File: src/shared/dftc_pkg.sv
// Shared constants, types and helpers for the dynamic fan threshold control block
package dftc_pkg;

	// Temperature in whole degrees, wide enough for all differences and doublings
	typedef logic signed [11:0] dftc_deg_t;

	localparam int NUM_CH  = 3;
	localparam int NUM_PWM = 3;

	////////////////////////////////////////////////////////////////////////////////
	// Register indices: byte address is four times the index
	localparam logic [7:0] IDX_OP_BASE    = 8'h33;
	localparam logic [7:0] IDX_CTRL1      = 8'h36;
	localparam logic [7:0] IDX_CTRL2      = 8'h37;
	localparam logic [7:0] IDX_LIM_BASE   = 8'h4E;
	localparam logic [7:0] IDX_START_BASE = 8'h67;
	localparam logic [7:0] IDX_HYST_BASE  = 8'h6A;
	localparam logic [7:0] IDX_CONFIG     = 8'h6D;
	localparam logic [7:0] IDX_STEP_BASE  = 8'h6E;
	localparam logic [7:0] IDX_STATUS     = 8'h71;

	////////////////////////////////////////////////////////////////////////////////
	// Field positions
	localparam int CAP_LSB          = 2;
	localparam int DYN_LSB          = 5;
	localparam int R2_CODE_MSB_BIT  = 0;
	localparam int CFG_OFF64_BIT    = 0;
	localparam int CFG_SMOOTH_LSB   = 1;
	localparam int STS_OVERHEAT_BIT = 3;

	////////////////////////////////////////////////////////////////////////////////
	// Reset values
	localparam logic [7:0] OP_RESET     = 8'hA4;
	localparam logic [7:0] LOW_RESET    = 8'h01;
	localparam logic [7:0] HIGH_RESET   = 8'h7F;
	localparam logic [7:0] START_RESET  = 8'h5A;
	localparam logic [7:0] HYST_RESET   = 8'h04;
	localparam logic [7:0] STEP_RESET   = 8'h01;
	localparam logic [7:0] CTRL_RESET   = 8'h00;
	localparam logic [7:0] CONFIG_RESET = 8'h00;

	localparam logic [1:0] RESP_OKAY   = 2'h0;
	localparam logic [1:0] RESP_SLVERR = 2'h2;

	////////////////////////////////////////////////////////////////////////////////
	// Loop arithmetic: floors are -127 and -64 degrees
	localparam dftc_deg_t OFF64_BIAS  = 12'h040;
	localparam dftc_deg_t FLOOR_TWOS  = 12'hF81;
	localparam dftc_deg_t FLOOR_OFF64 = 12'hFC0;
	localparam dftc_deg_t LONG_STEP   = 12'h001;
	localparam logic [11:0] SHORT_BASE = 12'h008;

	function automatic dftc_deg_t to_deg(input logic [7:0] raw, input logic off64);
		return off64 ? dftc_deg_t'({4'h0, raw}) - OFF64_BIAS : dftc_deg_t'({{4{raw[7]}}, raw});
	endfunction

	function automatic logic [7:0] from_deg(input dftc_deg_t d, input logic off64);
		dftc_deg_t t;
		t = off64 ? d + OFF64_BIAS : d;
		return t[7:0];
	endfunction

	// Short cycle length in monitoring cycles; code 0 gives 8, each step doubles
	function automatic logic [11:0] cyc_len(input logic [2:0] code);
		return SHORT_BASE << code;
	endfunction

endpackage

File: src/shared/dftc_chan_if.sv
// Per-channel carrier between the register block and one control loop
interface dftc_chan_if;
	logic                tick;
	logic                off64;
	logic                dyn_en;
	logic [2:0]          code;
	dftc_pkg::dftc_deg_t temp;
	dftc_pkg::dftc_deg_t op;
	dftc_pkg::dftc_deg_t low;
	dftc_pkg::dftc_deg_t high;
	dftc_pkg::dftc_deg_t hyst;
	logic                wr_en;
	logic [7:0]          wr_data;
	logic [7:0]          start;
	logic                below;

	modport chan (input tick, off64, dyn_en, code, temp, op, low, high, hyst, wr_en, wr_data,
		output start, below);
	modport ctrl (output tick, off64, dyn_en, code, temp, op, low, high, hyst, wr_en, wr_data,
		input start, below);
endinterface

File: src/logic/dftc_chan.sv
// One temperature channel's fan start temperature adjustment loop
module dftc_chan
(
	// Clock and reset
	input wire logic aclk,
	input wire logic aresetn,
	// Channel carrier
	dftc_chan_if.chan ch
);
	logic [11:0]         cnt;
	dftc_pkg::dftc_deg_t prev_temp;
	logic [7:0]          start;

	wire logic [11:0] n_len      = dftc_pkg::cyc_len(ch.code);
	wire logic [11:0] n2_len     = n_len << 1;
	wire logic        long_hit   = ch.tick && (cnt == n2_len - 12'h001);
	wire logic        short_hit  = ch.tick && (cnt == n_len - 12'h001 || long_hit);
	wire dftc_pkg::dftc_deg_t start_deg = dftc_pkg::to_deg(start, ch.off64);
	wire dftc_pkg::dftc_deg_t floor_deg = ch.off64 ? dftc_pkg::FLOOR_OFF64 : dftc_pkg::FLOOR_TWOS;
	wire dftc_pkg::dftc_deg_t rise      = ch.temp - prev_temp;
	wire dftc_pkg::dftc_deg_t bound     = (ch.high < ch.op) ? ch.high : ch.op;
	wire logic below    = ch.temp < start_deg;
	wire logic active   = ch.dyn_en && !below;
	wire logic dec_s    = short_hit && (ch.temp > ch.op - ch.hyst) && (rise > 0);
	wire logic dec_l    = long_hit && (ch.temp > ch.op);
	wire dftc_pkg::dftc_deg_t dec_tot =
		(dec_s ? rise <<< 1 : 12'h000) + (dec_l ? dftc_pkg::LONG_STEP : 12'h000);
	wire logic inc_ok   = long_hit && ch.temp < ch.low
		&& start_deg < ch.high && start_deg < ch.op;
	wire dftc_pkg::dftc_deg_t lowered  = start_deg - dec_tot;
	wire dftc_pkg::dftc_deg_t raised   = start_deg + dftc_pkg::LONG_STEP;
	wire dftc_pkg::dftc_deg_t next_deg =
		(dec_tot != 12'h000) ? ((lowered < floor_deg) ? floor_deg : lowered)
		: ((raised > bound) ? bound : raised);
	wire logic adjust   = active && (dec_tot != 12'h000 || inc_ok);

	assign ch.start = start;
	assign ch.below = below;

	always_ff @(posedge aclk)
	begin
		if (!aresetn || cnt >= n2_len - 12'h001 && ch.tick)
			cnt <= 12'h000;
		else if (ch.tick)
			cnt <= cnt + 12'h001;
	end

	always_ff @(posedge aclk)
	begin
		if (!aresetn)
			prev_temp <= '0;
		else if (ch.tick)
			prev_temp <= ch.temp;
	end

	// Host write wins over the loop so software can always re-seed the value
	always_ff @(posedge aclk)
	begin
		if (!aresetn)
			start <= dftc_pkg::START_RESET;
		else if (ch.wr_en)
			start <= ch.wr_data;
		else if (adjust)
			start <= dftc_pkg::from_deg(next_deg, ch.off64);
	end
endmodule

File: src/logic/dftc_smooth.sv
// Fan-centric duty smoothing for one PWM output
module dftc_smooth
#(
	parameter int DUTY_W = 8
)
(
	// Clock and reset
	input wire logic              aclk,
	input wire logic              aresetn,
	// Control
	input wire logic              update,
	input wire logic              smooth_en,
	input wire logic [DUTY_W-1:0] step,
	input wire logic [DUTY_W-1:0] target,
	// Output
	output logic     [DUTY_W-1:0] duty
);
	wire logic              up      = target > duty;
	wire logic [DUTY_W-1:0] gap     = up ? target - duty : duty - target;
	wire logic [DUTY_W-1:0] moved   = up ? duty + step : duty - step;
	// Landing on the target instead of stepping past it stops limit cycling
	wire logic [DUTY_W-1:0] next_duty = !smooth_en ? target : (gap > step) ? moved : target;

	always_ff @(posedge aclk)
	begin
		if (!aresetn)
			duty <= '0;
		else if (update)
			duty <= next_duty;
	end
endmodule

File: src/logic/dftc_top.sv
// Dynamic fan start temperature control with acoustic smoothing, AXI4-Lite registers
//
// Contract
// - Raise fan start temperature only in the channel's long cycle, while below low limit.
// - Raise only while start temperature is below high limit; never beyond it.
// - Raise only while start temperature is below operating point; never past it.
// - Temperature below start temperature: fan off or minimum, adjustment suspended.
// - Once temperature climbs above low limit, stop raising and hold.
// - Lowering clamps at -127 degrees, or -64 in offset-64 format.
// - Remote 2 capture bit set: overheat low copies temperature into operating point.
// - Local capture bit set: overheat low copies temperature into operating point.
// - Remote 1 capture bit set: overheat low copies temperature into operating point.
// - Remote 2 dynamic enable set: adjust; clear: value stays as programmed.
// - Local dynamic enable set: adjust; clear: value stays as programmed.
// - Remote 1 dynamic enable set: adjust; clear: value stays as programmed.
// - Without smoothing, each computed duty applies at once.
// - With smoothing, duty change per update is limited to a fixed step.
// - Smoothed duty moves by the step toward the target, up and down.
// - Smoothing is enabled per PWM output independently.
// - Short cycle every n monitoring cycles, long every 2n; code 000 gives 8.
// - Above operating point, lower start temperature one degree each long cycle.
// - Above operating point minus hysteresis, short cycle lowers two per degree of rise.
module dftc_top
#(
	parameter int ADDR_W = 12
)
(
	// Clock and reset
	input wire logic                aclk,
	input wire logic                aresetn,
	// AXI4-Lite write address
	input wire logic                s_axi_awvalid,
	output logic                    s_axi_awready,
	input wire logic [ADDR_W-1:0]   s_axi_awaddr,
	input wire logic [2:0]          s_axi_awprot,
	// AXI4-Lite write data
	input wire logic                s_axi_wvalid,
	output logic                    s_axi_wready,
	input wire logic [31:0]         s_axi_wdata,
	input wire logic [3:0]          s_axi_wstrb,
	// AXI4-Lite write response
	output logic                    s_axi_bvalid,
	input wire logic                s_axi_bready,
	output logic [1:0]              s_axi_bresp,
	// AXI4-Lite read address
	input wire logic                s_axi_arvalid,
	output logic                    s_axi_arready,
	input wire logic [ADDR_W-1:0]   s_axi_araddr,
	input wire logic [2:0]          s_axi_arprot,
	// AXI4-Lite read data
	output logic                    s_axi_rvalid,
	input wire logic                s_axi_rready,
	output logic [31:0]             s_axi_rdata,
	output logic [1:0]              s_axi_rresp,
	// Measurements: index 0 remote 1, 1 local, 2 remote 2
	input wire logic                monitor_tick,
	input wire logic [2:0][7:0]     chan_temp,
	input wire logic                overheat_signal_n,
	// Fan control
	input wire logic [2:0][7:0]     duty_calc,
	output logic     [2:0][7:0]     pwm_duty,
	output logic     [2:0][7:0]     fan_start_temp,
	output logic     [2:0]          fan_off
);
	logic [7:0]      op [3];
	logic [7:0]      lim [6];
	logic [7:0]      hyst [3];
	logic [7:0]      step [3];
	logic [7:0]      ctrl1;
	logic [7:0]      ctrl2;
	logic [7:0]      config_r;
	logic            aw_held;
	logic            w_held;
	logic [7:0]      wr_idx;
	logic            wr_map;
	logic [7:0]      wdata_q;
	logic            wstrb_q;
	logic [7:0]      rd_val;
	logic            rd_ok;
	logic [2:0]      below;

	////////////////////////////////////////////////////////////////////////////////
	// Address decoding

	function automatic logic in_rng(input logic [7:0] idx, input logic [7:0] base,
		input logic [7:0] cnt);
		return idx >= base && idx < base + cnt;
	endfunction

	function automatic logic mapped(input logic [7:0] idx);
		return in_rng(idx, dftc_pkg::IDX_OP_BASE, 8'h05) || in_rng(idx, dftc_pkg::IDX_LIM_BASE, 8'h06)
			|| in_rng(idx, dftc_pkg::IDX_START_BASE, 8'h0B);
	endfunction

	function automatic logic [7:0] addr_idx(input logic [ADDR_W-1:0] a);
		return a[9:2];
	endfunction

	function automatic logic addr_ok(input logic [ADDR_W-1:0] a);
		return a[1:0] == 2'h0 && (a >> 10) == '0 && mapped(a[9:2]);
	endfunction

	wire logic       off64     = config_r[dftc_pkg::CFG_OFF64_BIT];
	wire logic [7:0] rd_idx    = addr_idx(s_axi_araddr);
	wire logic       wr_fire   = aw_held && w_held && !s_axi_bvalid;
	wire logic       wr_sel    = wr_fire && wr_map && wstrb_q;
	// Protection bits carry no meaning here
	wire logic       prot_unused = ^{s_axi_awprot, s_axi_arprot};

	////////////////////////////////////////////////////////////////////////////////
	// AXI4-Lite write path: address and data taken in either order, then one response

	assign s_axi_awready = !aw_held && !s_axi_bvalid;
	assign s_axi_wready  = !w_held && !s_axi_bvalid;

	always_ff @(posedge aclk)
	begin
		if (!aresetn || wr_fire)
			aw_held <= 1'b0;
		else if (s_axi_awvalid && s_axi_awready)
			aw_held <= 1'b1;
	end

	always_ff @(posedge aclk)
	begin
		if (!aresetn || wr_fire)
			w_held <= 1'b0;
		else if (s_axi_wvalid && s_axi_wready)
			w_held <= 1'b1;
	end

	always_ff @(posedge aclk)
	begin
		if (s_axi_awvalid && s_axi_awready)
		begin
			wr_idx <= addr_idx(s_axi_awaddr);
			wr_map <= addr_ok(s_axi_awaddr);
		end
		if (s_axi_wvalid && s_axi_wready)
		begin
			wdata_q <= s_axi_wdata[7:0];
			wstrb_q <= s_axi_wstrb[0];
		end
	end

	always_ff @(posedge aclk)
	begin
		if (!aresetn)
			s_axi_bvalid <= 1'b0;
		else if (wr_fire)
			s_axi_bvalid <= 1'b1;
		else if (s_axi_bready)
			s_axi_bvalid <= 1'b0;
	end

	always_ff @(posedge aclk)
	begin
		if (!aresetn)
			s_axi_bresp <= dftc_pkg::RESP_OKAY;
		else if (wr_fire)
			s_axi_bresp <= wr_map ? dftc_pkg::RESP_OKAY : dftc_pkg::RESP_SLVERR;
	end

	////////////////////////////////////////////////////////////////////////////////
	// AXI4-Lite read path: data one cycle after the address is taken

	assign s_axi_arready = !s_axi_rvalid;

	always_comb
	begin
		rd_val = 8'h00;
		rd_ok  = addr_ok(s_axi_araddr);
		if (in_rng(rd_idx, dftc_pkg::IDX_OP_BASE, 8'h03))
			rd_val = op[2'(rd_idx - dftc_pkg::IDX_OP_BASE)];
		else if (rd_idx == dftc_pkg::IDX_CTRL1)
			rd_val = ctrl1;
		else if (rd_idx == dftc_pkg::IDX_CTRL2)
			rd_val = ctrl2;
		else if (in_rng(rd_idx, dftc_pkg::IDX_LIM_BASE, 8'h06))
			rd_val = lim[3'(rd_idx - dftc_pkg::IDX_LIM_BASE)];
		else if (in_rng(rd_idx, dftc_pkg::IDX_START_BASE, 8'h03))
			rd_val = fan_start_temp[2'(rd_idx - dftc_pkg::IDX_START_BASE)];
		else if (in_rng(rd_idx, dftc_pkg::IDX_HYST_BASE, 8'h03))
			rd_val = hyst[2'(rd_idx - dftc_pkg::IDX_HYST_BASE)];
		else if (rd_idx == dftc_pkg::IDX_CONFIG)
			rd_val = config_r;
		else if (in_rng(rd_idx, dftc_pkg::IDX_STEP_BASE, 8'h03))
			rd_val = step[2'(rd_idx - dftc_pkg::IDX_STEP_BASE)];
		else if (rd_idx == dftc_pkg::IDX_STATUS)
			rd_val = {4'h0, !overheat_signal_n, below};
		if (!rd_ok)
			rd_val = 8'h00;
	end

	always_ff @(posedge aclk)
	begin
		if (!aresetn)
			s_axi_rvalid <= 1'b0;
		else if (s_axi_arvalid && s_axi_arready)
			s_axi_rvalid <= 1'b1;
		else if (s_axi_rready)
			s_axi_rvalid <= 1'b0;
	end

	always_ff @(posedge aclk)
	begin
		if (!aresetn)
		begin
			s_axi_rdata <= 32'h00000000;
			s_axi_rresp <= dftc_pkg::RESP_OKAY;
		end
		else if (s_axi_arvalid && s_axi_arready)
		begin
			s_axi_rdata <= {24'h000000, rd_val};
			s_axi_rresp <= rd_ok ? dftc_pkg::RESP_OKAY : dftc_pkg::RESP_SLVERR;
		end
	end

	////////////////////////////////////////////////////////////////////////////////
	// Register storage

	always_ff @(posedge aclk)
	begin
		if (!aresetn)
		begin
			ctrl1    <= dftc_pkg::CTRL_RESET;
			ctrl2    <= dftc_pkg::CTRL_RESET;
			config_r <= dftc_pkg::CONFIG_RESET;
		end
		else if (wr_sel)
		begin
			if (wr_idx == dftc_pkg::IDX_CTRL1)
				ctrl1 <= wdata_q;
			if (wr_idx == dftc_pkg::IDX_CTRL2)
				ctrl2 <= wdata_q;
			if (wr_idx == dftc_pkg::IDX_CONFIG)
				config_r <= wdata_q;
		end
	end

	always_ff @(posedge aclk)
	begin
		for (int i = 0; i < 6; i++)
			if (!aresetn)
				lim[i] <= i[0] ? dftc_pkg::HIGH_RESET : dftc_pkg::LOW_RESET;
			else if (wr_sel && wr_idx == dftc_pkg::IDX_LIM_BASE + 8'(i))
				lim[i] <= wdata_q;
	end

	// The overheat capture beats a host write in the same cycle
	always_ff @(posedge aclk)
	begin
		for (int i = 0; i < 3; i++)
			if (!aresetn)
			begin
				op[i]   <= dftc_pkg::OP_RESET;
				hyst[i] <= dftc_pkg::HYST_RESET;
				step[i] <= dftc_pkg::STEP_RESET;
			end
			else
			begin
				if (!overheat_signal_n && ctrl1[dftc_pkg::CAP_LSB + i])
					op[i] <= chan_temp[i];
				else if (wr_sel && wr_idx == dftc_pkg::IDX_OP_BASE + 8'(i))
					op[i] <= wdata_q;
				if (wr_sel && wr_idx == dftc_pkg::IDX_HYST_BASE + 8'(i))
					hyst[i] <= wdata_q;
				if (wr_sel && wr_idx == dftc_pkg::IDX_STEP_BASE + 8'(i))
					step[i] <= wdata_q;
			end
	end

	always_ff @(posedge aclk)
	begin
		if (!aresetn)
			fan_off <= 3'h0;
		else
			fan_off <= below;
	end

	////////////////////////////////////////////////////////////////////////////////
	// Channel loops and output smoothing

	dftc_chan_if chif [3] ();

	wire logic [2:0] code_r1 = ctrl2[2:0];
	wire logic [2:0] code_lc = ctrl2[5:3];
	wire logic [2:0] code_r2 = {ctrl1[dftc_pkg::R2_CODE_MSB_BIT], ctrl2[7:6]};

	for (genvar gi = 0; gi < 3; gi++)
	begin : g_ch
		assign chif[gi].tick    = monitor_tick;
		assign chif[gi].off64   = off64;
		assign chif[gi].dyn_en  = ctrl1[dftc_pkg::DYN_LSB + gi];
		assign chif[gi].code    = (gi == 0) ? code_r1 : (gi == 1) ? code_lc : code_r2;
		assign chif[gi].temp    = dftc_pkg::to_deg(chan_temp[gi], off64);
		assign chif[gi].op      = dftc_pkg::to_deg(op[gi], off64);
		assign chif[gi].low     = dftc_pkg::to_deg(lim[2 * gi], off64);
		assign chif[gi].high    = dftc_pkg::to_deg(lim[2 * gi + 1], off64);
		assign chif[gi].hyst    = dftc_pkg::dftc_deg_t'({4'h0, hyst[gi]});
		assign chif[gi].wr_en   = wr_sel && wr_idx == dftc_pkg::IDX_START_BASE + 8'(gi);
		assign chif[gi].wr_data = wdata_q;
		assign fan_start_temp[gi] = chif[gi].start;
		assign below[gi]          = chif[gi].below;

		dftc_chan u_chan
		(
			.aclk    (aclk),
			.aresetn (aresetn),
			.ch      (chif[gi])
		);

		// Each output has its own enable, even when outputs share a channel
		dftc_smooth #(.DUTY_W(8)) u_smooth
		(
			.aclk      (aclk),
			.aresetn   (aresetn),
			.update    (monitor_tick),
			.smooth_en (config_r[dftc_pkg::CFG_SMOOTH_LSB + gi]),
			.step      (step[gi]),
			.target    (duty_calc[gi]),
			.duty      (pwm_duty[gi])
		);

	end
endmodule

File: config.mk
export PLATFORM = sky130hd
export DESIGN_NAME = dftc_top
export DESIGN_NICKNAME = d
export VERILOG_FILES = /design/src/shared/dftc_pkg.sv /design/src/shared/dftc_chan_if.sv /design/src/logic/dftc_chan.sv /design/src/logic/dftc_smooth.sv /design/src/logic/dftc_top.sv
export SDC_FILE = /design/constraint.sdc
export NUM_CORES = 1
export LEC_CHECK = 0
export BUFFER_PORTS_ARGS = -buffer_cell sky130_fd_sc_hd__clkbuf_2
export CORE_MARGIN = 3
export CORE_UTILIZATION = 45
export DETAILED_ROUTE_END_ITERATION = 8
export PLACE_DENSITY = 0.73
export SYNTH_ARGS = -nofsm -noshare
export SYNTH_HDL_FRONTEND = slang
export SYNTH_SLANG_ARGS = --single-unit
File: constraint.sdc
create_clock -name aclk -period 7.34 [get_ports aclk]
set_input_delay 0.367 -clock aclk [delete_from_list [all_inputs] [get_ports aclk]]
set_output_delay 0.367 -clock aclk [all_outputs]
set_load 0.1 [all_outputs]
==> results.md <==
* Syn Inst Count at 3644
* Crit path kind: flip-flop to flip-flop
* Crit Path Max Fanout at 6
* Share of layout cells above drive strength 1 at under 10%
* Register area share after synthesis at 23.7%
* Per-cell routed wire length at around 20 um
* Final setup skew at 0.0212 ns
* Most common cell in the netlist: ha_1
* Status: finished clean
* HP Start: s_axi_awaddr[8]
* Worst min path class: primary input to flip-flop
* Yosys reg bits at 290
* WP data required at 7.75 ns
* Maximum clock path buffer count at 3
* Placed Instances at 4587
* RSZ-0062 raised after global routing: true
* RePlAce Congestion at 0.970
* Synth warnings at 0
* Worst Path Arrival at 7.31 ns
* Ys async rst share at 0%
* Largest stage delay on the critical path at 0.46 ns
* Root cell of the clock tree: clkbuf_16
* Via total after detailed routing at 27600
* CTS tree: built
* Final WL at 93500 um
* Detail Placement HPWL at 70900 um
* Tmin final at 6.90 ns
* Routed vias/inst at approximately 5.9
* Finish-stage setup viols at 0
* Drt first-iter violations at 2608
* Die width at 266 um
* Clk sinks at 290
* Leading area contributor after synthesis: ha_1
* CP endpoint kind: flip-flop
* Synth cell types at 107
* Overall Global Routing Usage at 25.6%
* CP Capture Point: g_ch[0].u_chan.ch.start[4]$_SDFFE_PN1P_
* Achievable Freq at between 0.1 and 0.15 GHz
* Relative slew slack at roughly 15%
* Worst r2r src: op[0][0]$_DFFE_PP_
* Pwr dens at 149 nW/um^2
* # rows at 94
* DRC at 0
* Port Buf Inserts at 155
* Die area at 70500 sq um
* Number of synthesized flops with an enable pin at 138
* Largest net degree at the start of global routing at 59
* Initial antenna violation count at 2
* Top post-synthesis cells by count: ha_1, inv_1, nor2_1, a21oi_1, nand2_1
* First-pass GRT wire length at 143000 um
* Crit-path slowest cell: a2111oi_1
* Placed instance area at 32000 sq um
* First-pass iteration count of the detailed router at 6
* Ports at 215
* Number of global-route vias before repair at 26000
* Yosys top cell area share at between 10% and 20%
* Final Max Tran Viols at 0
* Worst-Skew Late Latency at 0.57 ns
* Reg clk slew, reported paths at 0.06 ns
* VDD IR-drop max at 0.000147 V
* Area growth, synth to finish at 10.5%
* Fin. Hold Viols at 0
* Critical path launch point: op[0][0]$_DFFE_PP_
* Post-route cell area at 33500 sq um
* Post-synth top flop: dfxtp_1
* Synth top area cells: ha_1, edfxtp_1, dfxtp_1
* Lkg Pwr at 14.9 nW
* Initial Utilization at 45.8%
* FF-to-FF End: g_ch[0].u_chan.ch.start[4]$_SDFFE_PN1P_
* H-Tree Depth at 2
* R2R setup slack at 0.44 ns
* Period utilization at ~94%
* TritonCTS buffer count at 36
* Syn Area/Cell at 8.32 sq um
* Total core area at ~66000 sq um
* Startpoint Class: flip-flop
* GRT overflow at 0
* Cells on worst reg2reg path at 34
* Max-cap violations at 0
* Layout fillers at between 6000 and 7000
* Syn Std Cell Area at around 30000 sq um
* Non-Filler Instances at 4681
* Nets@finish at 4383
* Worst-Margin Slew at 1.27 ns
* Die Y at between 200 and 300 um
* Post-route ant nets at 0
==> report_power, final <==
part | switching, mW | internal, mW
registers | 0.0476 | 1.74
logic | 0.829 | 0.473
clock network | 0.757 | 1.13
total | 1.63 | 3.35
==> stage by stage <==
| step | setup slack, ns | util (%) | hold slack (ns) | total power [mW] | setup TNS [ns] |
|---|---|---|---|---|---|
| 3_5_place_dp | 0.213 | 48.3 | 0.476 | 3.09 | 0 |
| 5_1_grt | -0.0154 | 50.6 | 0.0142 | 5.20 | -0.0154 |
| 6_report | 0.442 | 50.6 | 0.0340 | 4.98 | 0 |
| 2_1_floorplan | 0.334 | - | 0.447 | 2.78 | 0 |
| 4_1_cts | 0.119 | 50.3 | 0.00594 | 4.97 | 0 |
| 3_3_place_gp | 0.336 | 48.3 | 0.467 | 3.06 | 0 |
==> repair_timing <==
| item | 4_1_cts | 5_1_grt |
|---|---|---|
| setup buffers | 0 | 14 |
| hold buffers | 11 | 0 |
| hold endpoints to repair | 11 | 0 |
| endpoints found under the setup margin | 0 | 24 |
| gates resized for setup | 0 | 17 |
==> critical path: cells and delay by family, from the launching register on <==
kind / cells / cell delay, ns
compound gates: 14 / 2.79
simple gates: 12 / 1.83
fa+ha+maj: 5 / 1.40
flops: 1 / 0.41
buf+inv: 2 / 0.17
xor+xnor: 1 / 0.15
==> worst min path at each step <==
stage / cells past startpoint / end / slack (ns)
final: 1 / wr_idx[6]$_DFFE_PP_ / 0.03
after global routing: 1 / wr_idx[6]$_DFFE_PP_ / 0.01
after CTS: 1 / wr_idx[6]$_DFFE_PP_ / 0.006
after detailed placement: 1 / s_axi_bresp[1]$_SDFFE_PN0P_ / 0.48
after global placement: 1 / s_axi_rdata[3]$_SDFFE_PN0P_ / 0.47
after floorplan: 1 / s_axi_bresp[1]$_SDFFE_PN0P_ / 0.45
==> metal layers <==
layer  up-vias  wire (um)  global-route usage [%]
li1      13400          -                       -
met1     12900      40000                    34.4
met2      1136      40600                    40.0
met3       216       9260                    5.44
met4         0       3590                    10.3
met5         -          0                       0
==> sequential cells by signal, indices dropped and copies added, names as in the netlist, 24 cells and up <==
name,count
op,24
hyst,24
g_ch.u_chan.ch.start,24
g_ch.u_chan.prev_temp,27
g_ch.u_chan.cnt,36
lim,48
step,24
g_ch.u_smooth.duty,24
==> layout by cell type, fill, tap and decap left out, types with 20 or more instances in the layout <==
| cell | n |
|---|---|
| and3_1 | 22 |
| nor2b_1 | 64 |
| a21o_1 | 74 |
| buf_4 | 65 |
| nor4_1 | 22 |
| nand4_1 | 53 |
| a21oi_1 | 225 |
| inv_1 | 340 |
| conb_1 | 32 |
| o21ai_1 | 23 |
| and2_1 | 66 |
| clkbuf_16 | 39 |
| ha_1 | 456 |
| a31oi_1 | 27 |
| o21ai_0 | 168 |
| xor2_1 | 75 |
| a221oi_1 | 20 |
| nand2b_1 | 68 |
| a211oi_1 | 49 |
| nor3_1 | 86 |
| clkbuf_2 | 154 |
| o21a_1 | 29 |
| nand2_1 | 225 |
| xnor2_1 | 121 |
| o211ai_1 | 41 |
| mux2i_1 | 146 |
| o22ai_1 | 21 |
| nand3_1 | 73 |
| or3_1 | 44 |
| edfxtp_1 | 138 |
| nor2_1 | 327 |
| dfxtp_1 | 151 |
==> cells by family (layout without fill, tap and decap cells) <==
logic type               Yosys count  count (layout)  synth area share, %
other                              2              37               0.0248
AO/OA/AOI/OAI                    887             887                 19.5
multiplexers                     173             173                 6.12
AND/OR/NAND/NOR                 1118            1118                 18.2
buffers and inverters            502             640                 6.65
adder cells (fa/ha/maj)          474             474                 20.0
flip-flops                       290             290                 23.7
XOR/XNOR                         198             198                 5.81
==> layout make-up <==
type	count	area, sq um	area share [%]
Antenna cell	5	12.5	0.0374
Clock buffer	48	1030	3.07
Multi-Input combinational cell	2882	21300	63.6
Sequential cell	290	7190	21.5
Tap cell	864	1080	3.23
Inverter	346	1300	3.89
Timing Repair Buffer	230	1370	4.09
Clock inverter	16	204	0.609
(Power assumes the default switching activity.)
